### config.mk
export PLATFORM = sky130hd
export DESIGN_NAME = mlc_host
export DESIGN_NICKNAME = d
export VERILOG_FILES = /design/src/hw/mlc_pkg.sv /design/src/hw/mlc_host.sv
export VERILOG_INCLUDE_DIRS = /design/src /design/src/hw
export SDC_FILE = /design/constraint.sdc
export NUM_CORES = 1
export LEC_CHECK = 0
export ABC_AREA = 1
export BUFFER_PORTS_ARGS = -buffer_cell sky130_fd_sc_hd__clkbuf_2
export CAP_MARGIN = 25
export CORE_AREA = 2 2 113 115
export DETAILED_ROUTE_END_ITERATION = 7
export DIE_AREA = 0 0 115 117
export PLACE_DENSITY_LB_ADDON = 0.15
export SYNTH_ARGS = -nofsm -noshare
export SYNTH_HDL_FRONTEND = slang
export SYNTH_SLANG_ARGS = --single-unit
### constraint.sdc
create_clock -name clk -period 12.8 [get_ports clk]
set_clock_uncertainty 0.1 [all_clocks]
set_input_delay 1.92 -clock clk [delete_from_list [all_inputs] [get_ports clk]]
set_output_delay 1.92 -clock clk [all_outputs]
set_load 0.05 [all_outputs]
### src/hw/mlc_cfg.svh
// Constants for the memory command controller
`ifndef MLC_CFG_SVH
`define MLC_CFG_SVH
`define MLC_CMD_PROG      8'h40
`define MLC_CMD_LOCK_SET  8'h60
`define MLC_CMD_LOCK_CLR  8'h60
`define MLC_CFM_LOCK_SET  8'h01
`define MLC_CFM_LOCK_CLR  8'hd0
`define MLC_CMD_RCFG_SETUP 8'h60
`define MLC_CFM_RCFG      8'h03
`define MLC_CMD_CLR_STAT  8'h50
`define MLC_CMD_RD_STAT   8'h70
`define MLC_CMD_RD_ARRAY  8'hff
`define MLC_SR_READY      7
`define MLC_SR_PROG_FAIL  4
`define MLC_SR_VOLT_FAIL  3
`define MLC_SR_PROT_FAIL  1
`define MLC_RCFG_MODE_BIT 15
`define MLC_REG_CTRL      4'h0
`define MLC_REG_ADDR      4'h1
`define MLC_REG_DATA      4'h2
`define MLC_REG_STAT      4'h3
`define MLC_REG_EVT       4'h4
`define MLC_REG_MASK      4'h5
`define MLC_REG_RDATA     4'h6
`define MLC_OP_PROG       3'h1
`define MLC_OP_LOCK_SET   3'h2
`define MLC_OP_LOCK_CLR   3'h3
`define MLC_OP_RCFG       3'h4
`define MLC_OP_READ       3'h5
`define MLC_OP_CLR_STAT   3'h6
`define MLC_PHASE_CYC     2
`endif

### src/hw/mlc_pkg.sv
// Types for the memory command controller
package mlc_pkg;
    typedef struct packed {
        logic [22:0] addr;
        logic [15:0] dq_out;
        logic        dq_oe;
        logic        ce_n;
        logic        oe_n;
        logic        we_n;
    } mlc_bus_s;
    typedef enum logic [3:0] {
        ST_IDLE, ST_W1, ST_W2, ST_POLL, ST_CHECK, ST_CLR, ST_EXIT, ST_READ
    } mlc_st_e;
endpackage

### src/hw/mlc_host.sv
// Host controller driving the memory over its asynchronous pins
//
// Design decisions made here: the register offsets and the address-and-strobe port.
`include "mlc_cfg.svh"
// Rules taken from the document
// Array reads use single accesses; status reads are single accesses only.
// Read mode bit 15 of read_config_reg: 0 standard, 1 page mode.
// Host writes zero into read_config_reg bits 14 down to 1.
// Set lock bit: write 60H, then confirm carrying an address in the block.
// Device refuses lock commands while busy or suspended.
// After a lock command reads give status; ready shows via pin and flag.
// One clear-lock-bits sequence unlocks every block.
// Clear-lock aborted by supply loss is reissued to restore lock bits.
// Device command latch ignores chip-select and state machine activity.
// Device returns to read-array at power-up, power-down exit, lockout.
// Toggling output enable low-high-low refreshes latched status.
// Full status check after each program or after a series.
// After final program host writes FFH; device returns to read array.
// Fail flags stay set until the clear-status command.
// Host clears status after an error before any retry.
// Program is 40H setup then a write carrying address and data.
// Ready flag 1 when idle, 0 busy; other bits undriven while busy.
// Writing 50H clears the error flags; only way to reset them.
// 70H selects read-status; device also enters it when an operation starts.
module mlc_host (
    input  wire logic              clk,
    input  wire logic              rst,
    input  wire logic [3:0]        reg_addr,
    input  wire logic [31:0]       reg_wdata,
    input  wire logic              reg_wr,
    input  wire logic              reg_rd,
    output logic [31:0]            reg_rdata,
    output logic                   irq,
    output mlc_pkg::mlc_bus_s      mem_bus,
    input  wire logic [15:0]       mem_dq_in,
    input  wire logic              mem_ready_pin
);
    import mlc_pkg::*;

    logic [15:0] dq_s1_ff, dq_s2_ff;
    logic        rdy_s1_ff, rdy_s2_ff;
    mlc_st_e     st_ff, nxt_st;
    logic [2:0]  op_ff;
    logic        series_ff;
    logic [22:0] addr_ff;
    logic [15:0] data_ff;
    logic [1:0]  ph_ff;
    logic [7:0]  stat_ff;
    logic [15:0] rdata_ff;
    logic [2:0]  evt_ff, mask_ff;
    logic        busy_ff;
    logic        arm_ff;
    mlc_bus_s    bus_ff, nxt_bus;

    // Pin inputs cross in through two flops
    always_ff @(posedge clk or posedge rst) begin
        if (rst) begin
            dq_s1_ff  <= 16'h0000;
            dq_s2_ff  <= 16'h0000;
            rdy_s1_ff <= 1'b0;
            rdy_s2_ff <= 1'b0;
        end else begin
            dq_s1_ff  <= mem_dq_in;
            dq_s2_ff  <= dq_s1_ff;
            rdy_s1_ff <= mem_ready_pin;
            rdy_s2_ff <= rdy_s1_ff;
        end
    end

    // Control word: [2:0] op, [3] series (skip FFH exit), [15] page mode
    wire ctrl_wr   = reg_wr && reg_addr == `MLC_REG_CTRL;
    wire start     = ctrl_wr && !busy_ff && reg_wdata[2:0] != 3'h0;
    wire evt_rd    = reg_rd && reg_addr == `MLC_REG_EVT;
    wire ph_last   = ph_ff == 2'(`MLC_PHASE_CYC - 1);
    wire dev_ready = dq_s2_ff[`MLC_SR_READY] && rdy_s2_ff;
    wire any_err   = |{dq_s2_ff[`MLC_SR_PROG_FAIL], dq_s2_ff[`MLC_SR_VOLT_FAIL],
                       dq_s2_ff[`MLC_SR_PROT_FAIL]};
    wire rd_done   = st_ff == ST_READ && ph_last && arm_ff;
    wire [2:0] evt_set = {st_ff == ST_CHECK && ph_last && any_err,
                          st_ff == ST_CHECK && ph_last,
                          rd_done};

    function automatic logic [7:0] first_code(input logic [2:0] op);
        unique case (op)
            `MLC_OP_PROG:     first_code = `MLC_CMD_PROG;
            `MLC_OP_LOCK_SET: first_code = `MLC_CMD_LOCK_SET;
            `MLC_OP_LOCK_CLR: first_code = `MLC_CMD_LOCK_CLR;
            `MLC_OP_RCFG:     first_code = `MLC_CMD_RCFG_SETUP;
            `MLC_OP_CLR_STAT: first_code = `MLC_CMD_CLR_STAT;
            default:          first_code = `MLC_CMD_RD_ARRAY;
        endcase
    endfunction

    function automatic logic [15:0] second_word(input logic [2:0] op, input logic [15:0] d);
        unique case (op)
            `MLC_OP_LOCK_SET: second_word = {8'h00, `MLC_CFM_LOCK_SET};
            `MLC_OP_LOCK_CLR: second_word = {8'h00, `MLC_CFM_LOCK_CLR};
            `MLC_OP_RCFG:     second_word = {8'h00, `MLC_CFM_RCFG};
            default:          second_word = d;
        endcase
    endfunction

    // Read-config value rides on the address; reserved bits forced low
    wire [22:0] rcfg_addr = {7'h00, data_ff[`MLC_RCFG_MODE_BIT], 15'h0000};
    wire [22:0] w2_addr  = op_ff == `MLC_OP_RCFG ? rcfg_addr : addr_ff;
    wire        two_cyc  = op_ff inside {`MLC_OP_PROG, `MLC_OP_LOCK_SET, `MLC_OP_LOCK_CLR, `MLC_OP_RCFG};

    // Each phase lasts the full phase count; the W1, W2, EXIT and POLL strobes rise in its last cycle
    always_comb begin
        nxt_st  = st_ff;
        nxt_bus = bus_ff;
        nxt_bus.ce_n  = 1'b1;
        nxt_bus.oe_n  = 1'b1;
        nxt_bus.we_n  = 1'b1;
        nxt_bus.dq_oe = 1'b0;
        unique case (st_ff)
            ST_IDLE: begin
                if (start) begin
                    nxt_st = reg_wdata[2:0] == `MLC_OP_READ ? ST_READ : ST_W1;
                end
            end
            ST_W1: begin
                nxt_bus.ce_n   = 1'b0;
                nxt_bus.we_n   = ph_last;
                nxt_bus.dq_oe  = 1'b1;
                nxt_bus.addr   = addr_ff;
                nxt_bus.dq_out = {8'h00, first_code(op_ff)};
                if (ph_last) begin
                    if (two_cyc) begin
                        nxt_st = ST_W2;
                    end else if (op_ff == `MLC_OP_CLR_STAT) begin
                        nxt_st = ST_EXIT;
                    end else begin
                        nxt_st = ST_IDLE;
                    end
                end
            end
            ST_W2: begin
                nxt_bus.ce_n   = 1'b0;
                nxt_bus.we_n   = ph_last;
                nxt_bus.dq_oe  = 1'b1;
                nxt_bus.addr   = w2_addr;
                nxt_bus.dq_out = second_word(op_ff, data_ff);
                if (ph_last) begin
                    nxt_st = op_ff == `MLC_OP_RCFG ? ST_IDLE : ST_POLL;
                end
            end
            ST_POLL: begin
                // Output enable pulses high between reads to refresh status
                nxt_bus.ce_n = 1'b0;
                nxt_bus.oe_n = ph_last;
                if (ph_last && arm_ff && dev_ready) begin
                    nxt_st = ST_CHECK;
                end
            end
            ST_CHECK: begin
                nxt_bus.ce_n = 1'b0;
                nxt_bus.oe_n = 1'b0;
                if (ph_last) begin
                    nxt_st = series_ff ? ST_IDLE : ST_EXIT;
                end
            end
            ST_EXIT: begin
                nxt_bus.ce_n   = 1'b0;
                nxt_bus.we_n   = ph_last;
                nxt_bus.dq_oe  = 1'b1;
                nxt_bus.dq_out = {8'h00, `MLC_CMD_RD_ARRAY};
                if (ph_last) begin
                    nxt_st = ST_IDLE;
                end
            end
            ST_READ: begin
                // Single non-page access keeps array and status reads uniform
                nxt_bus.ce_n = 1'b0;
                nxt_bus.oe_n = 1'b0;
                nxt_bus.addr = addr_ff;
                if (ph_last && arm_ff) begin
                    nxt_st = ST_IDLE;
                end
            end
            default: nxt_st = ST_IDLE;
        endcase
    end

    always_ff @(posedge clk or posedge rst) begin
        if (rst) begin
            st_ff  <= ST_IDLE;
            ph_ff  <= 2'h0;
            bus_ff <= '{addr: 23'h0, dq_out: 16'h0, dq_oe: 1'b0, ce_n: 1'b1, oe_n: 1'b1, we_n: 1'b1};
        end else begin
            st_ff  <= nxt_st;
            ph_ff  <= (nxt_st != st_ff || ph_last) ? 2'h0 : ph_ff + 2'h1;
            bus_ff <= nxt_bus;
        end
    end

    always_ff @(posedge clk or posedge rst) begin
        if (rst) begin
            op_ff     <= 3'h0;
            series_ff <= 1'b0;
            addr_ff   <= 23'h0;
            data_ff   <= 16'h0000;
            busy_ff   <= 1'b0;
            mask_ff   <= 3'h0;
        end else begin
            if (start) begin
                op_ff     <= reg_wdata[2:0];
                series_ff <= reg_wdata[3];
                if (reg_wdata[2:0] == `MLC_OP_RCFG) begin
                    data_ff[`MLC_RCFG_MODE_BIT] <= reg_wdata[15];
                end
            end
            if (reg_wr && reg_addr == `MLC_REG_ADDR) begin
                addr_ff <= reg_wdata[22:0];
            end
            if (reg_wr && reg_addr == `MLC_REG_DATA) begin
                data_ff <= reg_wdata[15:0];
            end
            if (reg_wr && reg_addr == `MLC_REG_MASK) begin
                mask_ff <= reg_wdata[2:0];
            end
            busy_ff <= nxt_st != ST_IDLE;
        end
    end

    // Pin data lags two flops: trust a sample only once a full phase of the state has passed
    always_ff @(posedge clk or posedge rst) begin
        if (rst) begin
            arm_ff <= 1'b0;
        end else begin
            arm_ff <= nxt_st == st_ff && (arm_ff || ph_last);
        end
    end

    // Status and data latched from synchronised pins; events sticky, set beats clear
    always_ff @(posedge clk or posedge rst) begin
        if (rst) begin
            stat_ff  <= 8'h80;
            rdata_ff <= 16'h0000;
            evt_ff   <= 3'h0;
        end else begin
            if (st_ff == ST_CHECK && ph_last) begin
                stat_ff <= dq_s2_ff[7:0];
            end
            if (rd_done) begin
                rdata_ff <= dq_s2_ff;
            end
            evt_ff <= (evt_rd ? 3'h0 : evt_ff) | evt_set;
        end
    end

    wire [31:0] rd_mux =
        reg_addr == `MLC_REG_CTRL  ? {16'h0, data_ff[15], 14'h0, busy_ff} :
        reg_addr == `MLC_REG_ADDR  ? {9'h0, addr_ff} :
        reg_addr == `MLC_REG_DATA  ? {16'h0, data_ff} :
        reg_addr == `MLC_REG_STAT  ? {24'h0, stat_ff} :
        reg_addr == `MLC_REG_EVT   ? {29'h0, evt_ff} :
        reg_addr == `MLC_REG_MASK  ? {29'h0, mask_ff} :
        reg_addr == `MLC_REG_RDATA ? {16'h0, rdata_ff} : 32'h0;

    always_ff @(posedge clk or posedge rst) begin
        if (rst) begin
            reg_rdata <= 32'h0;
        end else begin
            reg_rdata <= reg_rd ? rd_mux : 32'h0;
        end
    end

    assign irq     = |(evt_ff & mask_ff);
    assign mem_bus = bus_ff;
endmodule

Word-level counts from Yosys, hierarchy flattened. Cells that the tools add are included.

Add/sub/neg operators: 1. Equality and inequality tests: 22. Muxes and demuxes: 34. Bitwise gates (word level): 2. Reductions and logical operators: 35.

Operators with widths (count): 16-bit two-way mux (6); 23-bit two-way mux (4); 17-bit case mux with 3 select lines (1); 16-bit case mux with 3 select lines (1); 23-bit case mux with 2 select lines (1); 4-bit two-way mux (8); 4-bit case mux with 7 select lines (1); 4-bit by 3-bit == test with 1-bit output (second input constant) (6); 8-bit case mux with 3 select lines (1); 4-bit by 2-bit == test with 1-bit output (second input constant) (4); 1-bit logical AND (15); 3-bit == test (second input constant) (4); 3-bit two-way mux (4); 3-bit OR reduction (4); 4-bit by 1-bit == test with 1-bit output (second input constant) (2); 4-bit logical NOT (2); 4-bit nonzero test (2); 3-bit by 2-bit == test with 1-bit output (second input constant) (2); 2-bit nonzero test (3); 3-bit nonzero test (2); 6-bit OR reduction (1); 4-bit == test (1); 1-bit two-way mux (4); 2-bit two-way mux (2); other kinds (11) (13).

Flip-flop bits (word level): 181. Input bits: 57. Output and inout port bits: 76. Logic and storage cells: 118.

Depth between registers and ports, before layout.
Word-level depth: 9. Mapped depth: 15. Depth with buffers taken out: 15.

Worst setup path before layout. Ideal clock, no wire load.

Kind: input-to-reg. Start point: input port reg_addr[2]. End point: register busy_ff. Library setup time: 131 ps. Data arrival time: 2957 ps. Data required time: 12569 ps. Slack: 9612 ps. Stages: 7. Buffers on the path: 0. Path through: nor2_1 -> nand2_2 -> nor2_4 -> nand3_1 -> nand3_2 -> nand2_2 -> or3_1.

Cells in the longest elaborated chain, start to end: 7.

Ends and longest elaborated chain: start: declaration (RTL line mlc_host.sv:28) `input wire logic [3:0] reg_addr,`; 4-bit logical NOT (no source line); 1-bit logical AND (no source line); 1-bit logical AND (2 in a row) (RTL line mlc_host.sv:72) `wire start = ctrl_wr && !busy_ff && reg_wdata[2:0] != 3'h0;`; 4-bit two-way mux (RTL line mlc_host.sv:118) `if (start) begin`; 4-bit case mux with 7 select lines (RTL line mlc_host.sv:116) `unique case (st_ff)`; via nxt_st[2] (RTL line mlc_host.sv:42) `mlc_st_e st_ff, nxt_st;`; 4-bit nonzero test (RTL line mlc_host.sv:222) `busy_ff <= nxt_st != ST_IDLE;`; end signal: assignment (RTL line mlc_host.sv:203) `busy_ff <= 1'b0;`; end signal: assignment (RTL line mlc_host.sv:222); end: declaration (RTL line mlc_host.sv:51) `logic busy_ff;`.

The timed path passes the listed nets, and every way through them passes these cells. A chain may end at the register's enable or synchronous reset.

Final worst setup path.
Start point: input port reg_addr[0]. End point: register addr_ff[7].

Cells in the longest elaborated chain, start to end: 2.

Ends and longest elaborated chain: 4-bit by 1-bit == test with 1-bit output (no source line); 1-bit logical AND (no source line); end signal: assignment (RTL line mlc_host.sv:214) `addr_ff <= reg_wdata[22:0];`; end: declaration (RTL line mlc_host.sv:45) `logic [22:0] addr_ff;`.

Every way passes these cells.

==> reports/qor.yml <==
status: "finished clean"
synth-seq-cells: 181
synthDistinctLibCells: 37
antenna_found_initial: 0
final_common_cell: "dfrtp_1"
routed_wl_mm: 17.3
wl_per_cell_um: 16.8
grt_first_pass_wirelength_mm: 27.1
hp-class: "register to register"
clock-sinks: 181
min-delay-start: "dq_s1_ff[9]$_DFF_PP0_"
max-cap-violations: 0
num_antenna_cells: 0
end_kind: "register"
path_class: "primary input to register"
gp_congestion: 0.866
dieArea_um2: 13500
slowest_stage: "nand2_1"
rr_startpoint: "st_ff[1]$_DFF_PP0_"
core-area_um2: 12300
p_per_area_nw_per_um2: 223
fin_crit_sh: 0.271
grt.total_usage: 0.268
drv_slew: 0
io_pins: 133
p_total_mw: 1.91
crit_arrival_ps: 3680
synth_top_area_cell: "dfrtp_1"
synth.area.top_cells: "dfrtp_1 61%, nand2_1 7.8%, nand3_1 5.0%"
cts_root_buf: "clkbuf_16"
synth-seq-area-share: 0.625
antenna_left: 0
grt_max_degree: 108
path_clk_slew_ps: 70
start_kind: "primary input"
h-tree-depth: 4
synth_top_cell_area_share: 0.611
hpwl_mm: 12.1
ir_drop_mv: 0.116
max_stage_delay_ps: 480
postCtsHoldBufs: 0
avgSynthCellArea_um2: 9.63
critical_path.top_delay_family: "buffers and inverters"
die-height_um: 117
area_delta_synth_final_pct: 18.1
cts_resized: 0
grt_overflow_total: 0
die_x_um: 115
cts_max_path_buffers: 2
dr_total_vias: 5617
max_clock_freq_mhz: 288
synth_area_um2: 7250
firstDrtPassIters: 8
rsz0062_at_grt: "false"
setup_viol: 0
drive_gt1_frac: 0.222
viasPerCell: 5.46
crit_path_cell_trace: "clkbuf_2 > inv_1 > nor2_2 > nand2_1 > inv_2 > nand2_1 > buf_4 > mux2_2"
hold_viol_final: 0
worst_pin_slew_ps: 915
finish.net_count: 925
cts_tree: "built"
startpoint: "reg_addr[0]"
yosysWarnings: 0
slew_headroom: 0.390
worst_skew_pair.late_latency_ps: 430
cp_num_buf_inv: 4
required_ps: 13010
fin_tns_setup_ps: 0
cts_post_setup_buffers_inserted: 0
drtIter0Drc: 681
layout_common_cells: "177 x dfrtp_1, 151 x nand2_1, 114 x clkbuf_2, 75 x inv_1"
port_buffers: 114
first_global_vias: 5308
drc: 0
netlist_instances: 753
worst-path-max-fanout: 40
num_rows: 41
fillers: 949
crit_path_frequent_cell: "nand2_1"
cellLeakagePower_nw: 4.51
finalCriticalPeriod_ps: 3470
initial_core_util: 0.589
cts_buffers: 17
-- power breakdown --
part	internal, mW	switching, mW	total, mW
registers	0.700	0.0782	0.778
logic	0.136	0.441	0.578
clock network	0.334	0.222	0.556
-- worst paths after layout --
kind,to,slack (ps),cells after the start
worst max-delay path,addr_ff[7]$_DFFE_PP0P_,9330,8
worst min-delay path,dq_s2_ff[9]$_DFF_PP0_,250,0
worst max register to register,mem_bus[35]$_DFFE_PP0P_,10300,9
worst min register to register,dq_s2_ff[9]$_DFF_PP0_,250,0
max in group asynchronous,evt_ff[0]$_DFF_PP0_,9690,4
min in group asynchronous,dq_s1_ff[10]$_DFF_PP0_,1280,2
-- per-layer routing --
layer	share of wire	wire length, um	global-route usage
met3	0.056	966	0.0515
met5	0	0	0
met1	0.46	7900	0.386
met2	0.47	8170	0.414
met4	0.014	250	0.0932
-- through the flow --
stage          cell area, um^2  cells  worst slack (ps)  hold slack (ps)  utilization
5_1_grt                   8560   1029              9200              255        0.696
3_5_place_dp              7910    997              8920              236        0.642
2_1_floorplan             7280    762              5870              231            -
4_1_cts                   8540   1028              9340              251        0.693
6_report                  8560   1029              9330              249        0.696
3_3_place_gp              7910    997              8960              231        0.642
-- kinds of logic (layout without fill, tap and decap cells) --
| kind of cell | after synthesis | count (layout) | synth area share |
|---|---|---|---|
| simple gates | 319 | 319 | 0.191 |
| flops | 181 | 181 | 0.625 |
| compound gates | 123 | 123 | 0.0956 |
| buf+inv | 116 | 233 | 0.0671 |
| mux | 12 | 12 | 0.0186 |
| fa+ha+maj | 1 | 1 | 0.00173 |
| other cells | 1 | 10 | 0.000517 |
-- flip-flops by register name (all words and copies together) (netlist names), 2 cells and up --
register,count
reg_rdata,23
dq_s2_ff,16
addr_ff,23
data_ff,16
rdata_ff,16
stat_ff,8
dq_s1_ff,16
mask_ff,3
ph_ff,2
mem_bus,43
st_ff,4
op_ff,3
evt_ff,3
-- Yosys cell counts --
| master | n |
|---|---|
| nor2_1 | 70 |
| nand4_1 | 1 |
| a21oi_4 | 1 |
| clkinv_1 | 1 |
| nor3_1 | 1 |
| nor2_4 | 4 |
| inv_2 | 5 |
| nand2_2 | 8 |
| o211ai_1 | 3 |
| o2111ai_1 | 4 |
| buf_2 | 12 |
| nand2_4 | 1 |
| a31oi_1 | 6 |
| dfstp_2 | 4 |
| inv_4 | 1 |
| buf_4 | 9 |
| nand3b_1 | 1 |
| mux2_2 | 11 |
| nand3_2 | 1 |
| nor3_2 | 1 |
| dfrtp_1 | 177 |
| a221oi_1 | 5 |
| a41oi_1 | 1 |
| conb_1 | 1 |
| nand3_1 | 72 |
| o21ai_0 | 72 |
| nor2_2 | 7 |
| inv_1 | 76 |
| a22oi_1 | 1 |
| o22ai_1 | 6 |
| a21oi_1 | 23 |
| or3_1 | 1 |
| mux2_1 | 1 |
| o221ai_1 | 1 |
| nand2_1 | 151 |
| ha_1 | 1 |
| clkbuf_1 | 12 |
-- final cells by class --
type                       instances  area (um^2)  area share
clock buffer                      18          439      0.0513
clock inverter                    13          193      0.0225
inverter                          83          319      0.0373
multi-input combinational        465         2260       0.264
sequential                       181         4530       0.529
tap                              150          188      0.0219
timing repair buffer             119          628      0.0733
No activity file was read; power rests on OpenSTA's default activity.
